<file path="config.mk">
export PLATFORM = sky130hd
export DESIGN_NAME = pfs_top
export DESIGN_NICKNAME = d
export VERILOG_FILES = /design/src/rtl/pfs_pkg.sv /design/src/rtl/pfs_flag_if.sv /design/src/rtl/pfs_fault_latch.sv /design/src/rtl/pfs_top.sv
export VERILOG_INCLUDE_DIRS = /design/src /design/src/rtl
export SDC_FILE = /design/constraint.sdc
export NUM_CORES = 1
export LEC_CHECK = 0
export ABC_AREA = 1
export ABC_CLOCK_PERIOD_IN_PS = 1200
export BUFFER_PORTS_ARGS = -buffer_cell sky130_fd_sc_hd__buf_2
export CORE_AREA = 2 2 39 41
export CTS_CLUSTER_DIAMETER = 30
export CTS_CLUSTER_SIZE = 40
export DETAILED_ROUTE_END_ITERATION = 16
export DIE_AREA = 0 0 41 43
export SYNTH_ARGS = -nofsm -noshare
export SYNTH_HDL_FRONTEND = slang
export SYNTH_HIERARCHICAL = 1
export SYNTH_SLANG_ARGS = --single-unit
</file>
<file path="constraint.sdc">
create_clock -name sys_clk -period 1.2 [get_ports sys_clk]
set_clock_uncertainty 0.1 [all_clocks]
set_input_delay 0.06 -clock sys_clk [delete_from_list [all_inputs] [get_ports sys_clk]]
set_output_delay 0.06 -clock sys_clk [all_outputs]
set_load 0.01 [all_outputs]
</file>
<file path="src/rtl/pfs_map.svh">
`ifndef PFS_MAP_SVH
`define PFS_MAP_SVH

// register map
`define PFS_ADDR_FAULT1 8'h03
`define PFS_NUM_FLAGS 3
`define PFS_BIT_OVERCURRENT 0
`define PFS_BIT_BACKBIAS 1
`define PFS_BIT_SUPPLY_OV 2
`define PFS_FLAGS_RESET 3'h0
`define PFS_UPPER_READ 5'h00
`define PFS_RDATA_RESET 8'h00
`define PFS_UNMAPPED_READ 8'h00

`endif

</file>
<file path="src/rtl/pfs_pkg.sv">
package pfs_pkg;
  typedef logic [7:0] pfs_addr_t;
  typedef logic [7:0] pfs_data_t;
endpackage

</file>
<file path="src/rtl/pfs_flag_if.sv">
`timescale 1ns/1ps
interface pfs_flag_if;
  logic cond;
  logic rd_clr;
  logic err_clr;
  logic flag;
  logic newly_set;
  modport latch (
    input cond,
    input rd_clr,
    input err_clr,
    output flag,
    output newly_set
  );
  modport ctrl (
    output cond,
    output rd_clr,
    output err_clr,
    input flag,
    input newly_set
  );
endinterface

</file>
<file path="src/rtl/pfs_fault_latch.sv">
`timescale 1ns/1ps
`include "pfs_map.svh"
module pfs_fault_latch (
  // clock and reset
  input wire logic sys_clk,
  input wire logic arst_n,
  // flag link
  pfs_flag_if.latch fl
);
  import pfs_pkg::*;

  logic flag;
  logic next_flag;

  // a present fault beats any clear in the same cycle, so no event is lost
  always_comb begin
    next_flag = flag;
    if (fl.err_clr) begin
      next_flag = 1'b0;
    end
    if (fl.rd_clr && !fl.cond) begin
      next_flag = 1'b0;
    end
    if (fl.cond) begin
      next_flag = 1'b1;
    end
  end

  always_ff @(posedge sys_clk or negedge arst_n) begin
    if (!arst_n) begin
      flag <= 1'b0;
    end else begin
      flag <= next_flag;
    end
  end

  assign fl.flag = flag;
  assign fl.newly_set = fl.cond && !flag;
endmodule

</file>
<file path="src/rtl/pfs_top.sv">
`timescale 1ns/1ps
`include "pfs_map.svh"
// Behaviour
// - supply overvoltage latches bit 2 and enters the Error state
// - supply overvoltage bit asserts both port-1 and port-2 alerts
// - bus exceeding supply or core by 150 mV latches bit 1
// - bit 0 latches only above both current limit and minimum trip
// - a read clears bits whose fault is gone; persisting faults stay set
// - clearing the port-1 error flag clears these bits too
// - back-bias or overcurrent asserts port-1 alert and enters Error state
// - port-1 alert follows latched bits, independent of the error flag
module pfs_top (
  // clock and reset
  input wire logic sys_clk,
  input wire logic arst_n,
  // analogue comparator results, synchronous
  input wire logic supply_overvoltage_threshold,
  input wire logic port1_bus_above_supply,
  input wire logic port1_bus_above_core,
  input wire logic port1_above_current_limit,
  input wire logic port1_above_minimum_trip,
  // from port-1 error flag logic
  input wire logic port1_error_flag_clear,
  // register read port
  input wire logic reg_rd,
  input wire pfs_pkg::pfs_addr_t reg_addr,
  output pfs_pkg::pfs_data_t reg_rdata,
  // alerts and error state entry
  output logic port1_alert,
  output logic port2_alert,
  output logic error_entry
);
  import pfs_pkg::*;

  logic [`PFS_NUM_FLAGS-1:0] cond;
  logic [`PFS_NUM_FLAGS-1:0] flags;
  logic [`PFS_NUM_FLAGS-1:0] newly;
  logic read_hit;
  pfs_data_t next_rdata;
  logic next_error_entry;

  // comparator qualification; margins are applied in the analogue front end
  always_comb begin
    cond = `PFS_FLAGS_RESET;
    cond[`PFS_BIT_SUPPLY_OV] = supply_overvoltage_threshold;
    cond[`PFS_BIT_BACKBIAS] = port1_bus_above_supply || port1_bus_above_core;
    cond[`PFS_BIT_OVERCURRENT] = port1_above_current_limit && port1_above_minimum_trip;
  end

  assign read_hit = reg_rd && (reg_addr == `PFS_ADDR_FAULT1);

  pfs_flag_if fl [`PFS_NUM_FLAGS] ();

  genvar i;
  generate
    for (i = 0; i < `PFS_NUM_FLAGS; i++) begin : g_flag
      assign fl[i].cond = cond[i];
      assign fl[i].rd_clr = read_hit;
      assign fl[i].err_clr = port1_error_flag_clear;
      assign flags[i] = fl[i].flag;
      assign newly[i] = fl[i].newly_set;
      pfs_fault_latch u_latch (
        .sys_clk(sys_clk),
        .arst_n(arst_n),
        .fl(fl[i])
      );

    end
  endgenerate

  // read returns the value before the clear takes effect
  always_comb begin
    next_rdata = reg_rdata;
    if (reg_rd) begin
      next_rdata = `PFS_UNMAPPED_READ;
      if (read_hit) begin
        next_rdata = {`PFS_UPPER_READ, flags};
      end
    end
    next_error_entry = |newly;
  end

  always_ff @(posedge sys_clk or negedge arst_n) begin
    if (!arst_n) begin
      reg_rdata <= `PFS_RDATA_RESET;
      error_entry <= 1'b0;
    end else begin
      reg_rdata <= next_rdata;
      error_entry <= next_error_entry;
    end
  end

  // alerts follow the latched bits only, so they may release with the error flag still set
  assign port1_alert = |flags;
  assign port2_alert = flags[`PFS_BIT_SUPPLY_OV];
endmodule

</file>
# Yosys cells after proc, flatten, opt, wreduce, memory -nomap -nowiden
# Index checks and enable logic that the tools add are counted.
# word_totals
output_inout_bits	11
input_bits	17
register_bits	12
# op_classes
muxes	8
n_eq_ne	1
reduce_logical	20
# ops
operator	n
nonzero test 3 bit	3
== test 8 x 2 -> 1 bit (second input constant)	1
logical AND 1 bit	8
2-to-1 mux 1 bit	7
zero test 1 bit	6
OR reduction 3 bit	2
2-to-1 mux 3 bit	1
logical OR 1 bit	1

# Longest topological paths before layout
# Gate-level depths: netlist (run 1).
# depth
ltp_word	5
depth_mapped	7

# By module
# The synthesis (run 1) kept the hierarchy.
# by_module_without_submodules
mod	area_each_um2	cells_each	n_inst	seq_area_each_um2
pfs_top	255.2	32	1	100.1
pfs_fault_latch	48.8	7	3	25.0

# Least setup slack after synthesis (run 1)
# No wires, ideal clock.
# synth_timing
path_kind	reg-to-reg
startpoint	register g_flag[2].u_latch.flag
endpoint	register error_entry
period_less_slack_ns	0.983
slack_ns	0.217
arrival_ns	0.751
path_stages_with_launch	3
n_path_buf	0
setup_time_ns	0.131
cell_sequence	dfrtp_1 nor2_1 or3_1
# synth_between
elab_chain_len	3
# synth_lines
element	line_no	source
start: declaration	pfs_fault_latch.sv:12	logic flag;
start signal: assignment	pfs_fault_latch.sv:33	flag <= next_flag;
zero test 1 bit	pfs_fault_latch.sv:38	assign fl.newly_set = fl.cond && !flag;
logical AND 1 bit	pfs_fault_latch.sv:38	
via fl[2].newly_set	pfs_flag_if.sv:7	logic newly_set;
OR reduction 3 bit	pfs_top.sv:80	next_error_entry = |newly;
via next_error_entry	pfs_top.sv:40	logic next_error_entry;
end signal: assignment	pfs_top.sv:89	error_entry <= next_error_entry;
end: declaration	pfs_top.sv:31	output logic error_entry
# The timed path passes the listed nets, and every way through them passes these cells.
# A chain may end at the register's enable or synchronous reset.

# Final worst setup path (run 1)
# layout_timing
startpoint	register g_flag[0].u_latch.flag
endpoint	output port1_alert
# layout_between
elab_chain_len	1
# layout_lines
element	line_no	source
start: declaration	pfs_fault_latch.sv:12	
start signal: assignment	pfs_fault_latch.sv:33	
OR reduction 3 bit	pfs_top.sv:94	assign port1_alert = |flags;
end: declaration	pfs_top.sv:29	output logic port1_alert,
# No other way between the ends.

==> qor.csv, run 1 <==
metric;value;unit
Final period util;107;%
sw frac;24.4;%
Required @ worst endpoint;1040;ps
Critical Path AT;1130;ps
pin count of the biggest net entering global routing;8;
# Max-Cap Violations;0;
Die W;41;µm
placed inst area;509;µm²
post-synthesis sequential area ratio;43.6;%
GP Congestion;0.702;
Clk pwr share;37.0;%
synth unique cells;14;
Area Growth Syn to Fin;52.0;%
post-CTS resize count;0;
Final setup violation count;1;
critical path fanouts, max;2;
unrepaired setup endpoints after global routing;true;
sw power;138;µW
Worst setup SP type;flip-flop;
WL/cell;7.81;µm
cells after synthesis;53;
Mean Syn Cell Area;7.58;µm²
CTS tree;yes;
# rows;14;
design area;611;µm²
Max stage delay on crit path;370;ps
Pins Over Slew Limit;0;
fill count;154;
Flop pwr share;44.8;%
Worst Hold Slack;9.77;ps
HPWL after DPL;617;µm
maximum operating frequency;778;MHz
Worst Setup End Kind;output pin;
number of warnings issued by yosys;6;
antenna viol nets, final;0;
Reg clk slew, reported paths;50;ps
Die Area;0.00176;mm²
CTS Buf Count;3;
antenna fix cells;0;
Core Util, Final;44.1;%
Worst Hold Class;in -> reg;
Die H;43;µm
share of cells above drive strength 1;37.2;%
DRT Wirelength;797;µm
CP Class;reg -> out;
I/O pin count;28;
aggregate global routing overflow;0;
Buf+Inv Stages, Crit Path;1;
GRT Total Usage;10.7;%
vias in the first global route;346;
htree depth;1;
Power per Cell Area;928;mW/mm²
status;finished with violations;
cell family with most CP delay;flip-flops;
DRT Pass-1 Iters;1;
area of the mapped netlist;402;µm²
Layout Nets;104;
failing checks;negative setup slack;
Final Hold Viols;0;
DR vias/cell;3.88;
#FFs+latches synth;7;
fin crit period;1290;ps
critical-path cell list;or3_1 > buf_2;
Worst-Skew Late Latency;240;ps
PortBufs;22;
via count;396;
iteration-0 DRC count of the detailed router;0;
CTS Sinks;7;
DRC errors left;0;
cell internal pwr;429;µW
VDD IR max;0.435;mV
initial antenna violation count;0;
leakage dissipation;0.000359;µW
global-route wire length before repair;1220;µm
setup TNS;-85.2;ps
CP max stage cell;dfrtp_1;
dpl ws;94.6;ps
core area;0.00138;mm²
Initial Util;29.0;%
clock root buffer;clkbuf_4;
Clock Path Buffers;2;
Final WS setup;-85.2;ps
combinational share of power;18.2;%
==> per-layer routing <==
layer | GRT usage (%) | up-vias | wire length (µm)
met5 | 0 | - | 0
met4 | 8.00 | 0 | 0
met3 | 3.14 | 0 | 64
met2 | 16.6 | 18 | 392
met1 | 11.6 | 164 | 340
li1 | - | 214 | -
==> repair_timing <==
action | in CTS | in global routing
hold buffers | 6 | 0
endpoints found under the setup margin | 1 | 1
endpoints found under the hold margin | 13 | 0
buffers inserted | 2 | 0
pin swaps | 0 | 0
==> layout by cell type (no fill, tap or decap), drive strengths merged <==
cell type,n
nor2,6
nor3,1
conb,5
inv,11
or2,1
nand2,12
nand3,6
buf,24
dlygate4sd3,6
and2,1
clkbuf,4
or3,2
dfrtp,7
==> power by group through the flow <==
stage               combinational [µW]  sequential (µW)  clock, µW
finish                             103              254        210
global route                       117              255        233
CTS                                104              255        218
detailed placement                79.8              260          0
global placement                  78.1              261          0
floorplan                         46.5              261          0
==> Yosys cell counts (all sizes together) <==
library cell   n  area share [%]
nor2           6             6.2
nand3          6             7.5
conb           1            0.93
and2           1             1.6
or3            2             3.1
nand2         12              12
inv           11              10
nor3           1             4.1
dfrtp          7              44
or2            1             1.6
buf            5             9.3
==> area by class of cell <==
class	instances	area, µm²	share of cell area [%]
Clock buffer	4	26.3	4.30
Inverter	11	41.3	6.76
Multi-Input combinational cell	34	163	26.6
Sequential cell	7	175	28.7
Tap cell	16	20.0	3.28
Timing Repair Buffer	30	185	30.3
==> metrics by stage <==
step	total power [µW]	std cells
floorplan	308	57
global placement	339	90
detailed placement	340	90
CTS	576	102
global route	605	102
finish	567	102
==> cell families (layout without fill, tap and decap cells) <==
group | count (synthesis) | in the layout | synth area share (%)
flip-flops | 7 | 7 | 43.6
AND/OR/NAND/NOR | 29 | 29 | 35.8
buffers and inverters | 16 | 45 | 19.6
other | 1 | 5 | 0.934
==> worst paths after layout <==
path	slack, ps	cells past startpoint	startpoint	end
min in group asynchronous	70	2	arst_n	reg_rdata[1]$_DFFE_PN0P_
min reg2reg	370	2	reg_rdata[2]$_DFFE_PN0P_	reg_rdata[2]$_DFFE_PN0P_
max reg2reg	120	3	g_flag[1].u_latch/fl.flag$_DFFE_PN0P_	error_entry$_DFF_PN0_
max	-90	2	g_flag[0].u_latch/fl.flag$_DFFE_PN0P_	port1_alert
min	10	4	reg_addr[3]	reg_rdata[2]$_DFFE_PN0P_
max in group asynchronous	780	2	arst_n	reg_rdata[0]$_DFFE_PN0P_
==> sequential cells by signal, indices dropped and copies added (netlist names) <==
| name | flops |
|---|---|
| error_entry | 1 |
| g_flag.u_latch/fl.flag | 3 |
| reg_rdata | 3 |
==> worst register-to-register path, cell delays in order, from the launching register on <==
cell and delay (ps):
dfrtp_1 360, buf_4 130, nor2_1 40, or3_1 330
Note: power is estimated with default switching activity, not from simulation.
==> run 2: changes to the inputs <==
--- a/config.mk
+++ b/config.mk
@@ -7,8 +7,9 @@
 export NUM_CORES = 1
 export LEC_CHECK = 0
 export ABC_AREA = 1
-export ABC_CLOCK_PERIOD_IN_PS = 1200
+export ABC_CLOCK_PERIOD_IN_PS = 1100
 export BUFFER_PORTS_ARGS = -buffer_cell sky130_fd_sc_hd__buf_2
+export CAP_MARGIN = 20
 export CORE_AREA = 2 2 39 41
 export CTS_CLUSTER_DIAMETER = 30
 export CTS_CLUSTER_SIZE = 40
==> constraint.sdc (replaced) <==
create_clock -name sys_clk -period 1.1 [get_ports sys_clk]
set_clock_uncertainty 0.1 [all_clocks]
set_input_delay 0.055 -clock sys_clk [delete_from_list [all_inputs] [get_ports sys_clk]]
set_output_delay 0.055 -clock sys_clk [all_outputs]
set_load 0.01 [all_outputs]
==> run 2 against run 1 <==
Net effect:
- the flow still finishes with violations (negative setup slack)
- combinational power grew 17%
- clock-buffer cell count did not move
- via count up 5.3%
- largest cell class unchanged
- power up 11%
- sequential share of layout area shrank 1.1 points
- critical path type unchanged
- non-clock buffer count increased by 3
- sequential cell count is the same
- die area unchanged
==> qor.csv, run 2 (same netlist as run 1, synthesis figures left out) <==
metric;value;unit;change
DRT Pass-1 Iters;4;;+3
unrepaired setup endpoints after global routing;true;;
core area;0.00138;mm²;unchanged
global-route wire length before repair;1410;µm;+15%
CTS tree;yes;;
Die H;43;µm;unchanged
PortBufs;22;;unchanged
VDD IR max;0.386;mV;-11%
critical path fanouts, max;2;;unchanged
WHS Endpoint;reg_rdata[1]$_DFFE_PN0P_;;
share of cells above drive strength 1;38.2;%;+0.99 points
maximum operating frequency;777;MHz;
via count;417;;+5.3%
CTS Sinks;7;;unchanged
Final Hold Viols;0;;unchanged
iteration-0 DRC count of the detailed router;4;;+4
# Max-Cap Violations;0;;unchanged
GP Congestion;0.706;;+0.58%
initial antenna violation count;0;;unchanged
Final period util;117;%;
CTS Buf Count;3;;unchanged
HPWL after DPL;671;µm;+8.6%
antenna viol nets, final;0;;unchanged
antenna fix cells;0;;unchanged
Core Util, Final;45.9;%;+1.8 points
Layout Nets;107;;+2.9%
DRC errors left;0;;unchanged
most common cell after layout, fill and taps aside;buf_2;;
I/O pin count;28;;unchanged
aggregate global routing overflow;0;;unchanged
Worst Hold Class;in -> reg;;
Final setup violation count;1;;unchanged
FF-to-FF path depth;3;;unchanged
hold path cells;4;;unchanged
GRT Total Usage;12.7;%;+1.9 points
HP Start;reg_addr[2];;
CP Class;reg -> out;;
htree depth;1;;unchanged
Area Growth Syn to Fin;58.3;%;
Largest regs;g_flag.u_latch/fl.flag x3, reg_rdata x3, error_entry x1;;
Die W;41;µm;unchanged
pin count of the biggest net entering global routing;8;;unchanged
Power per Cell Area;991;mW/mm²;+6.7%
failing checks;negative setup slack;;
Required @ worst endpoint;940;ps;-100 ps
R2R setup slack;20;ps;-100 ps
WL/cell;8.38;µm;+7.3%
Final WS setup;-188;ps;-102 ps
Post-Layout Cell Count;105;;+2.9%
Reg clk slew, reported paths;50;ps;about the same
status;finished with violations;;
fin crit period;1290;ps;
Pins Over Slew Limit;0;;unchanged
Die Area;0.00176;mm²;unchanged
Initial Util;29.0;%;unchanged
leakage dissipation;0.000375;µW;+4.6%
Clock Path Buffers;2;;unchanged
fill count;154;;unchanged
DRT Wirelength;880;µm;+10%
Worst-Skew Late Latency;250;ps;about the same
Worst setup SP type;flip-flop;;
vias in the first global route;390;;+13%
most frequent cells in the layout;buf_2, nand2_1, inv_1;;
Reg2Reg Launch Point;g_flag[0].u_latch/fl.flag$_DFFE_PN0P_;;
dpl ws;-1.04;ps;-95.7 ps
DR vias/cell;3.97;;+2.3%
cell count after placement;92;;+2.2%
Critical Path AT;1130;ps;about the same
clock root buffer;clkbuf_4;;
Worst Setup End Kind;output pin;;
total power;630;µW;+11%
reg-to-reg endpoint;error_entry$_DFF_PN0_;;
# rows;14;;unchanged
-- run 2: cell types whose count changed in the layout (fill, tap and decap cells not counted), sizes merged --
cell and change:
buf +2, dlygate4sd3 +1
-- run 2: final cells by class --
type	count	area, µm²	area share [%]
multi-input cells	34	163	25.6
inverters	11	41.3	6.50
flip-flops and latches	7	175	27.6
clock buffers	4	26.3	4.13
well taps	16	20.0	3.15
repair buffers	33	210	33.1
-- run 2: worst max path at each step --
| stage | from | to | slack [ps] | depth (start not counted) |
|---|---|---|---|---|
| floorplan | g_flag[2].u_latch/fl.flag$_DFFE_PN0P_ | error_entry$_DFF_PN0_ | 120 | 2 |
| global placement | port1_bus_above_core | error_entry$_DFF_PN0_ | 20 | 5 |
| detailed placement | port1_bus_above_core | error_entry$_DFF_PN0_ | -1 | 5 |
| CTS | g_flag[0].u_latch/fl.flag$_DFFE_PN0P_ | port1_alert | -200 | 2 |
| global route | g_flag[1].u_latch/fl.flag$_DFFE_PN0P_ | port1_alert | -240 | 2 |
| finish | g_flag[1].u_latch/fl.flag$_DFFE_PN0P_ | port1_alert | -190 | 2 |
-- run 2: metal layers --
metal	routed length (µm)	vias to the layer above	global-route usage, %
li1	-	220	-
met1	364	177	12.3
met2	436	20	20.0
met3	79	0	6.28
met4	0	0	8.00
met5	0	-	0
-- run 2: critical path, stage by stage (launching register included) --
cell and delay, ps:
dfrtp_1 380, or3_1 360, buf_2 140
-- run 2: report_power, final --
part / leakage, µW / total, µW / switching, µW / internal [µW]
Clock: 0.0000150 / 232 / 94.1 / 138
Sequential: 0.0000868 / 278 / 8.01 / 270
Combinational: 0.000274 / 120 / 53.9 / 65.8
-- run 2: timing repair --
action,4_1_cts,5_1_grt
gates cloned,0,0
hold endpoints to repair,13,0
pin swaps,0,1
hold buffers,7,0
endpoints found under the setup margin,1,2
setup buffers,2,1
resized for setup,0,0
-- run 2: stage by stage --
stage / hold WS [ps] / TNS (ps) / cell area [µm²]
after floorplan: -341 / 0 / 417
after global placement: -204 / 0 / 524
after detailed placement: -201 / -1.04 / 524
after CTS: 7.55 / -203 / 636
after global routing: 30.6 / -258 / 636
final: 7.73 / -188 / 636
